**src/logic/strap_mux_regs.svh**
```systemverilog
// Field positions, encodings and widths shared by the strap and pin-function logic.
`ifndef STRAP_MUX_REGS_SVH
`define STRAP_MUX_REGS_SVH

// ------------------------------------------------------------------
// Pin counts, widths and indices
// ------------------------------------------------------------------
`define MP_PIN_COUNT      4
`define CFG_SEL_WIDTH     3
`define TEST_PIN_INDEX    3

// ------------------------------------------------------------------
// Interface mode codes, from {iface_strap_bit1, iface_strap_bit0}
// ------------------------------------------------------------------
`define IFACE_I2C_SLAVE   2'h0
`define IFACE_SPI_SLAVE   2'h1
`define IFACE_SPI_MASTER  2'h2
`define IFACE_RESERVED    2'h3

// ------------------------------------------------------------------
// Multipurpose pin configuration field codes
// ------------------------------------------------------------------
`define PIN_MODE_INPUT    2'h0
`define PIN_MODE_DRV_LOW  2'h1
`define PIN_MODE_DRV_HIGH 2'h2
`define PIN_MODE_INPUT_B  2'h3

// ------------------------------------------------------------------
// Field positions inside pin_config_reg_a
// ------------------------------------------------------------------
`define CFG_A_PIN0_LSB    0
`define CFG_A_PIN1_LSB    2

`endif

```
**src/logic/strap_mux_pkg.sv**
```systemverilog
// Types shared by the strap capture and pin-function logic.
package strap_mux_pkg;
  `include "strap_mux_regs.svh"

  // ------------------------------------------------------------------
  // Enumerations
  // ------------------------------------------------------------------
  typedef enum logic [1:0] {
    PIN_INPUT    = `PIN_MODE_INPUT,
    PIN_DRV_LOW  = `PIN_MODE_DRV_LOW,
    PIN_DRV_HIGH = `PIN_MODE_DRV_HIGH,
    PIN_INPUT_B  = `PIN_MODE_INPUT_B
  } pin_mode_e;

  typedef enum logic {
    ST_STRAP = 1'b0,
    ST_RUN   = 1'b1
  } phase_e;

  // ------------------------------------------------------------------
  // Carriers
  // ------------------------------------------------------------------
  typedef struct packed {
    logic [1:0]                  iface_mode;
    logic [`CFG_SEL_WIDTH-1:0]   config_select_strap;
    logic                        factory_test;
  } strap_s;

  typedef struct packed {
    logic [`MP_PIN_COUNT-1:0] live;
    logic [`MP_PIN_COUNT-1:0] latched;
  } pin_status_s;
endpackage

```
**src/logic/reset_strap_pin_function_mux.sv**
```systemverilog
// Reset strap capture and hand-over of the shared pins to pin I/O and SPI roles.
`timescale 1ns/1ps
`include "strap_mux_regs.svh"
module reset_strap_pin_function_mux
  import strap_mux_pkg::*;
(
  // Clock and reset
  input  wire logic                     clk,
  input  wire logic                     rst_n,
  // Multipurpose pins, also config straps 0..2 and test strap
  input  wire logic [`MP_PIN_COUNT-1:0] multipurpose_pin_in,
  output logic      [`MP_PIN_COUNT-1:0] multipurpose_pin_out,
  output logic      [`MP_PIN_COUNT-1:0] multipurpose_pin_oe_n,
  // Select pin, also interface strap bit 0
  input  wire logic                     spi_select_low_in,
  output logic                          spi_select_low_out,
  output logic                          spi_select_low_oe_n,
  // Slave data out pin, also interface strap bit 1
  input  wire logic                     miso_in,
  output logic                          miso_out,
  output logic                          miso_oe_n,
  // Pin configuration
  input  wire logic [3:0]               pin_config_reg_a,
  input  wire logic [1:0]               pin2_config_field,
  input  wire logic [1:0]               pin3_config_field,
  input  wire logic [`MP_PIN_COUNT-1:0] latch_clear,
  // SPI core side
  input  wire logic                     autocfg_active,
  input  wire logic                     eeprom_select_low,
  input  wire logic                     slave_miso_data,
  input  wire logic                     slave_miso_drive,
  output logic                          core_select_low,
  output logic                          core_miso,
  // Status
  output strap_s                        straps,
  output logic                          run_phase,
  output pin_status_s                   pin_state_reg
);

  phase_e    phase;
  phase_e    next_phase;
  logic      spi_master;
  logic      spi_slave;
  logic [1:0] pin_mode [`MP_PIN_COUNT];

  // ------------------------------------------------------------------
  // Phase control
  // ------------------------------------------------------------------
  // The flops take only constants under reset; the straps are read at the first edge after release.
  always_comb begin
    case (phase)
      ST_STRAP: next_phase = ST_RUN;
      ST_RUN:   next_phase = ST_RUN;
      default:  next_phase = ST_STRAP;
    endcase
  end

  always_ff @(posedge clk or negedge rst_n) begin
    if (!rst_n) begin
      phase <= ST_STRAP;
    end else begin
      phase <= next_phase;
    end
  end

  assign run_phase = (phase == ST_RUN);

  // ------------------------------------------------------------------
  // Strap capture
  // ------------------------------------------------------------------
  // Captured once; later pin traffic cannot disturb the stored mode.
  always_ff @(posedge clk or negedge rst_n) begin
    if (!rst_n) begin
      straps <= '0;
    end else if (phase == ST_STRAP) begin
      straps.iface_mode          <= {miso_in, spi_select_low_in};
      straps.config_select_strap <= multipurpose_pin_in[`CFG_SEL_WIDTH-1:0];
      straps.factory_test        <= multipurpose_pin_in[`TEST_PIN_INDEX];
    end
  end

  assign spi_master = (straps.iface_mode == `IFACE_SPI_MASTER);
  assign spi_slave  = (straps.iface_mode == `IFACE_SPI_SLAVE);

  // ------------------------------------------------------------------
  // Multipurpose pins
  // ------------------------------------------------------------------
  assign pin_mode[0] = pin_config_reg_a[`CFG_A_PIN0_LSB +: 2];
  assign pin_mode[1] = pin_config_reg_a[`CFG_A_PIN1_LSB +: 2];
  assign pin_mode[2] = pin2_config_field;
  assign pin_mode[3] = pin3_config_field;

  for (genvar i = 0; i < `MP_PIN_COUNT; i++) begin : g_pin
    mp_pin_cell u_cell (
      .clk         (clk),
      .rst_n       (rst_n),
      .run         (run_phase),
      .mode        (pin_mode[i]),
      .latch_clear (latch_clear[i]),
      .pin_in      (multipurpose_pin_in[i]),
      .pin_out     (multipurpose_pin_out[i]),
      .pin_oe_n    (multipurpose_pin_oe_n[i]),
      .live        (pin_state_reg.live[i]),
      .latched     (pin_state_reg.latched[i])
    );
  end

  // ------------------------------------------------------------------
  // Select pin
  // ------------------------------------------------------------------
  // Driven only while a master-mode auto-configuration runs; the board must pull it otherwise.
  always_ff @(posedge clk or negedge rst_n) begin
    if (!rst_n) begin
      spi_select_low_oe_n <= 1'b1;
      spi_select_low_out  <= 1'b1;
    end else if (run_phase && spi_master && autocfg_active) begin
      spi_select_low_oe_n <= 1'b0;
      spi_select_low_out  <= eeprom_select_low;
    end else begin
      spi_select_low_oe_n <= 1'b1;
      spi_select_low_out  <= 1'b1;
    end
  end

  // Select seen by the core; before the straps are taken it reads idle.
  always_ff @(posedge clk or negedge rst_n) begin
    if (!rst_n) begin
      core_select_low <= 1'b1;
    end else begin
      core_select_low <= run_phase ? spi_select_low_in : 1'b1;
    end
  end

  // ------------------------------------------------------------------
  // Slave data out pin
  // ------------------------------------------------------------------
  // As slave the line drives only during a selected access; as master it is an input.
  always_ff @(posedge clk or negedge rst_n) begin
    if (!rst_n) begin
      miso_oe_n <= 1'b1;
      miso_out  <= 1'b0;
      core_miso <= 1'b0;
    end else begin
      miso_oe_n <= !(run_phase && spi_slave && slave_miso_drive && !spi_select_low_in);
      miso_out  <= slave_miso_data;
      core_miso <= miso_in;
    end
  end
endmodule

```
**src/logic/mp_pin_cell.sv**
```systemverilog
// One multipurpose pin: direction and level from its field, live and latched status.
`timescale 1ns/1ps
module mp_pin_cell
  import strap_mux_pkg::*;
(
  // Clock and reset
  input  wire logic clk,
  input  wire logic rst_n,
  // Control
  input  wire logic run,
  input  wire logic [1:0] mode,
  input  wire logic latch_clear,
  // Pin
  input  wire logic pin_in,
  output logic      pin_out,
  output logic      pin_oe_n,
  // Status
  output logic      live,
  output logic      latched
);

  logic prev_level;
  logic edge_seen;

  // ------------------------------------------------------------------
  // Pin driver
  // ------------------------------------------------------------------
  // The pin stays an input until the straps are taken, so board strap levels are never fought.
  always_ff @(posedge clk or negedge rst_n) begin
    if (!rst_n) begin
      pin_oe_n <= 1'b1;
      pin_out  <= 1'b0;
    end else if (run) begin
      pin_oe_n <= !(mode == PIN_DRV_LOW || mode == PIN_DRV_HIGH);
      pin_out  <= (mode == PIN_DRV_HIGH);
    end else begin
      pin_oe_n <= 1'b1;
      pin_out  <= 1'b0;
    end
  end

  // ------------------------------------------------------------------
  // Status
  // ------------------------------------------------------------------
  // Live level is the pin one cycle late; latched catches any change while run is high.
  assign edge_seen = run && (pin_in != prev_level);

  always_ff @(posedge clk or negedge rst_n) begin
    if (!rst_n) begin
      live       <= 1'b0;
      prev_level <= 1'b0;
    end else begin
      live       <= pin_in;
      prev_level <= pin_in;
    end
  end

  // A change arriving with the clear still sets the bit, so no event is lost.
  always_ff @(posedge clk or negedge rst_n) begin
    if (!rst_n) begin
      latched <= 1'b0;
    end else if (edge_seen) begin
      latched <= 1'b1;
    end else if (latch_clear) begin
      latched <= 1'b0;
    end
  end
endmodule

```
**config.mk**
```make
export PLATFORM = sky130hd
export DESIGN_NAME = reset_strap_pin_function_mux
export DESIGN_NICKNAME = d
export VERILOG_FILES = /design/src/logic/strap_mux_pkg.sv /design/src/logic/reset_strap_pin_function_mux.sv /design/src/logic/mp_pin_cell.sv
export VERILOG_INCLUDE_DIRS = /design/src /design/src/logic
export SDC_FILE = /design/constraint.sdc
export NUM_CORES = 1
export LEC_CHECK = 0
export BUFFER_PORTS_ARGS = -buffer_cell sky130_fd_sc_hd__buf_2
export CAP_MARGIN = 20
export CORE_MARGIN = 3
export CORE_UTILIZATION = 30
export DETAILED_ROUTE_END_ITERATION = 8
export GPL_ROUTABILITY_DRIVEN = 0
export PLACE_DENSITY = 0.66
export SLEW_MARGIN = 30
export SYNTH_ARGS = -nofsm -noshare
export SYNTH_HDL_FRONTEND = slang
export SYNTH_HIERARCHICAL = 1
export SYNTH_SLANG_ARGS = --single-unit
export TNS_END_PERCENT = 30
```
**constraint.sdc**
```tcl
create_clock -name clk -period 2.1 [get_ports clk]
set_input_delay 0.21 -clock clk [delete_from_list [all_inputs] [get_ports clk]]
set_output_delay 0.21 -clock clk [all_outputs]
set_load 0.03 [all_outputs]
```
# After elaboration in Yosys (flattened, before gate mapping)
# Cells that the tools add are included.
# totals
elab_cells	82
in_bits	24
ff_bits	29
out_inout_bits	29
# classes
n_mux	19
n_eq_ne	14
reduce_logical	23
# op_table
cell	n
$mux 1	19
$eq 2x1->1 const B	5
$eq 2x2->1 const B	5
$logic_and 1x1->1	9
$reduce_bool 2->1	4
$logic_not 1->1	6
$logic_or 1x1->1	4
$ne 1x1->1	4

# Logic depth before layout (Yosys ltp)
# logic_depth
ltp_word	5
depth_mapped	3
ltp_nobuf	3

# Hierarchy
# The synthesis kept the hierarchy.
# modules_own_cells
mod	area_per_inst_um2	instances	seq_area_each_um2	cells_each
mp_pin_cell	151.4	4	101.3	11
reset_strap_pin_function_mux	451.7	1	330.3	26

# Worst setup path before layout
# OpenSTA, ideal clock, no wires.
# synth_timing
kind	reg2reg
startpoint	register phase, in the netlist run_phase
endpoint	register miso_oe_n
path_buffers	1
setup_time_ns	0.088
path_stages_with_launch	4
arrival_time_ns	1.240
required_ns	2.012
path_slack_ns	0.772
synth_period_minus_slack_ns	1.328
path_cell_list	dfrtp_1 buf_6 nand2b_4 or3_1
# synth_via
elab_chain_len	4
# synth_lines
item	line	rtl
from (decl)	reset_strap_pin_function_mux.sv:40	phase_e phase;
from (signal assigned)	reset_strap_pin_function_mux.sv:62	phase <= next_phase;
$logic_and 1x1->1 (3 in a row)	reset_strap_pin_function_mux.sv:144	miso_oe_n <= !(run_phase && spi_slave && slave_miso_drive && !spi_select_low_in);
$logic_not 1->1	reset_strap_pin_function_mux.sv:144	
to (signal assigned)	reset_strap_pin_function_mux.sv:144	
to (decl)	reset_strap_pin_function_mux.sv:21	output logic miso_oe_n,
# Every way passes these cells.
# A chain may end at the register's enable or synchronous reset.

# Worst setup path after layout
# layout_timing
startpoint	register phase, in the netlist run_phase
endpoint	output run_phase
# layout_rtl
item	line	rtl
to (decl)	reset_strap_pin_function_mux.sv:36	output logic run_phase,
# No word-level cell between the ends.

==> qor.yml <==
drv_slew: 0
period_needed_ps: 1716
antenna_found_initial: 0
grt_pass1_vias: 775
synth_area_um2: 1057
ys.flop_type: "dfrtp_1"
critical_path_class: "reg2out"
ant_nets: 0
cts.clk_slew.worst_paths_ps: 80
drv_cap: 0
start_kind: "register"
rsz0062_at_grt: "no"
top_usage_layer: "met2"
p_per_area_nw_per_um2: 800.1
area_growth_pct: 36.80
power.combinational.fraction_pct: 17.7
synth_most_common_cell: "dfrtp_1"
cp_max_fo: 21
numCtsBuffers: 5
dp_hpwl_um: 1462
internal-power_mw: 0.8364
htreeDepth: 2
layout.nets: 159
cts_tree: "yes"
synth_top_area_share_pct: 49.70
arrival_ps: 1510
core_area_um2: 3203
clock_skew_ps: 6.396
leakage_nw: 0.7521
critPathMaxStageDelay_ps: 860
grt_usage_pct: 10.45
cts.sinks: 29
ys_seq_elements: 29
max_clock_freq_mhz: 582.6
firstDrtPassIters: 2
viasPerCell: 4.080
yosysSeqAreaShare_pct: 69.59
cts_setup_buffers: 0
yosysWarnings: 6
start_util_pct: 33.01
syn_inst: 70
switchingPower_mw: 0.3208
end_kind: "output pin"
grtUsageMet2_pct: 16.31
drc: 0
crit_path_top_delay_cell: "dfrtp_1"
crit_required_ps: 1890
post_drt_wl_per_cell_um: 10.96
final_util_pct: 45.16
dieWidth_um: 65.37
async_reset_ff_share_pct: 100.0
power_frac_seq_pct: 54.3
synth_edf_count: 0
drtIter0Drc: 22
max-slew-margin-rel_pct: 47.69
rows: 20
routed_wl_um: 1918
syn_nets: 98
insertion_delay_ps: 320
drive_above_1_share_pct: 54.20
num_antenna_cells: 0
yosys.area.top_type: "dfrtp_1"
crit_buf_inv: 1
path_cells: "buf_2"
die_h_um: 65.37
period_share_pct: 81.73
dieArea_um2: 4273
ir_drop_mv: 0.4518
synth_area_leaders: "dfrtp_1 (50%), dfstp_2 (20%), ha_1 (4.7%)"
vias: 714
path_delay_family: "flip-flops"
finalSetupViolCount: 0
nFillCells: 322
clockBufferDepth: 2
synth_common_cells: "dfrtp_1 (21), dfstp_2 (8), inv_1 (8)"
hold_violations: 0
globalRouteMet3Util_pct: 6.667
hold_path.class: "in2reg"
avgSynthCellArea_um2: 15.10
cts_resized: 0
status: "completed"
grt_overflow: 0
ctsHoldBuffers: 2
clockPowerShare_pct: 28.0
grt_pass1_wl_um: 3332
cts_root_buffer: "clkbuf_4"
fin_tns_setup_ps: 0
power_mw: 1.157
tightest_slew_ps: 784.7
grt_max_degree: 30
portBuffers: 52
swShare_pct: 27.72
ios: 53
synth.distinct_cells: 17
use_met1_pct: 11.72
-- layout by cell type, fill, tap and decap left out, drive strengths merged, types with 3 or more instances in the layout --
master,Yosys,layout
clkbuf,0,7
xor2,4,4
dfrtp,21,21
dfstp,8,8
buf,1,52
inv,8,8
a22o,4,4
mux2,6,6
nand2b,5,5
and2,4,4
ha,4,4
dlygate4sd3,0,3
-- cells by family after synthesis --
logic type                 after synthesis  synth area share, %
AOI/OAI and AO/OA                        4                3.313
xor gates and xnor gates                 4                3.313
adders and majority gates                4                4.734
buffers and inverters                    9                3.905
DFF                                     29                69.59
muxes                                    6                6.390
other                                    1               0.3547
and+or+nand+nor                         13                8.402
-- state kept, by name, summed over array words and instances (netlist names) --
register                 cells
core_select_low              1
spi_select_low_out           1
g_pin.u_cell/prev_level      4
run_phase                    1
g_pin.u_cell/pin_out         4
miso_out                     1
g_pin.u_cell/latched         4
g_pin.u_cell/pin_oe_n        4
spi_select_low_oe_n          1
miso_oe_n                    1
straps                       6
core_miso                    1
-- final cells by class --
| cell class | count | area, µm² | area share [%] |
|---|---|---|---|
| Clock buffer | 7 | 55.05 | 3.806 |
| Inverter | 8 | 30.03 | 2.076 |
| Timing Repair Buffer | 55 | 290.3 | 20.07 |
| Tap cell | 44 | 55.05 | 3.806 |
| Sequential cell | 29 | 735.7 | 50.86 |
| Multi-Input combinational cell | 32 | 280.3 | 19.38 |
-- power groups by stage --
stage                     combinational (mW)  sequential (mW)  clock, mW
after CTS                              0.208            0.629      0.337
after floorplan                       0.0444            0.716          0
after global placement                 0.200            0.637          0
final                                  0.205            0.628      0.324
after global routing                   0.224            0.635      0.373
after detailed placement               0.205            0.639          0
-- routing by layer --
layer | part of all wire, % | vias up
met5 | 0 | -
met4 | 1.3 | 0
met3 | 13 | 4
met2 | 45 | 40
met1 | 41 | 324
li1 | - | 346
-- worst paths after layout --
check	start	end	slack (ps)	depth (start not counted)
worst max register to register	run_phase	straps[4]	710	1
max in group asynchronous	rst_n	miso_out	1270	2
worst min register to register	straps[0]	straps[0]	490	1
min in group asynchronous	rst_n	g_pin[2].u_cell/pin_out	430	2
worst max-delay path	run_phase	run_phase	380	1
worst min-delay path	multipurpose_pin_in[0]	g_pin[0].u_cell/prev_level	30	1
-- through the flow --
step	cells	hold WS [ps]	instance area, µm²	setup WS, ps
after CTS	174	1.344	1436	365.5
after detailed placement	165	258.0	1361	724.7
final	175	31.56	1446	383.7
after global routing	175	5.095	1446	296.2
after global placement	165	253.0	1361	754.6
after floorplan	70	-85.59	1057	772.4
No activity file was read; power rests on OpenSTA's default activity.
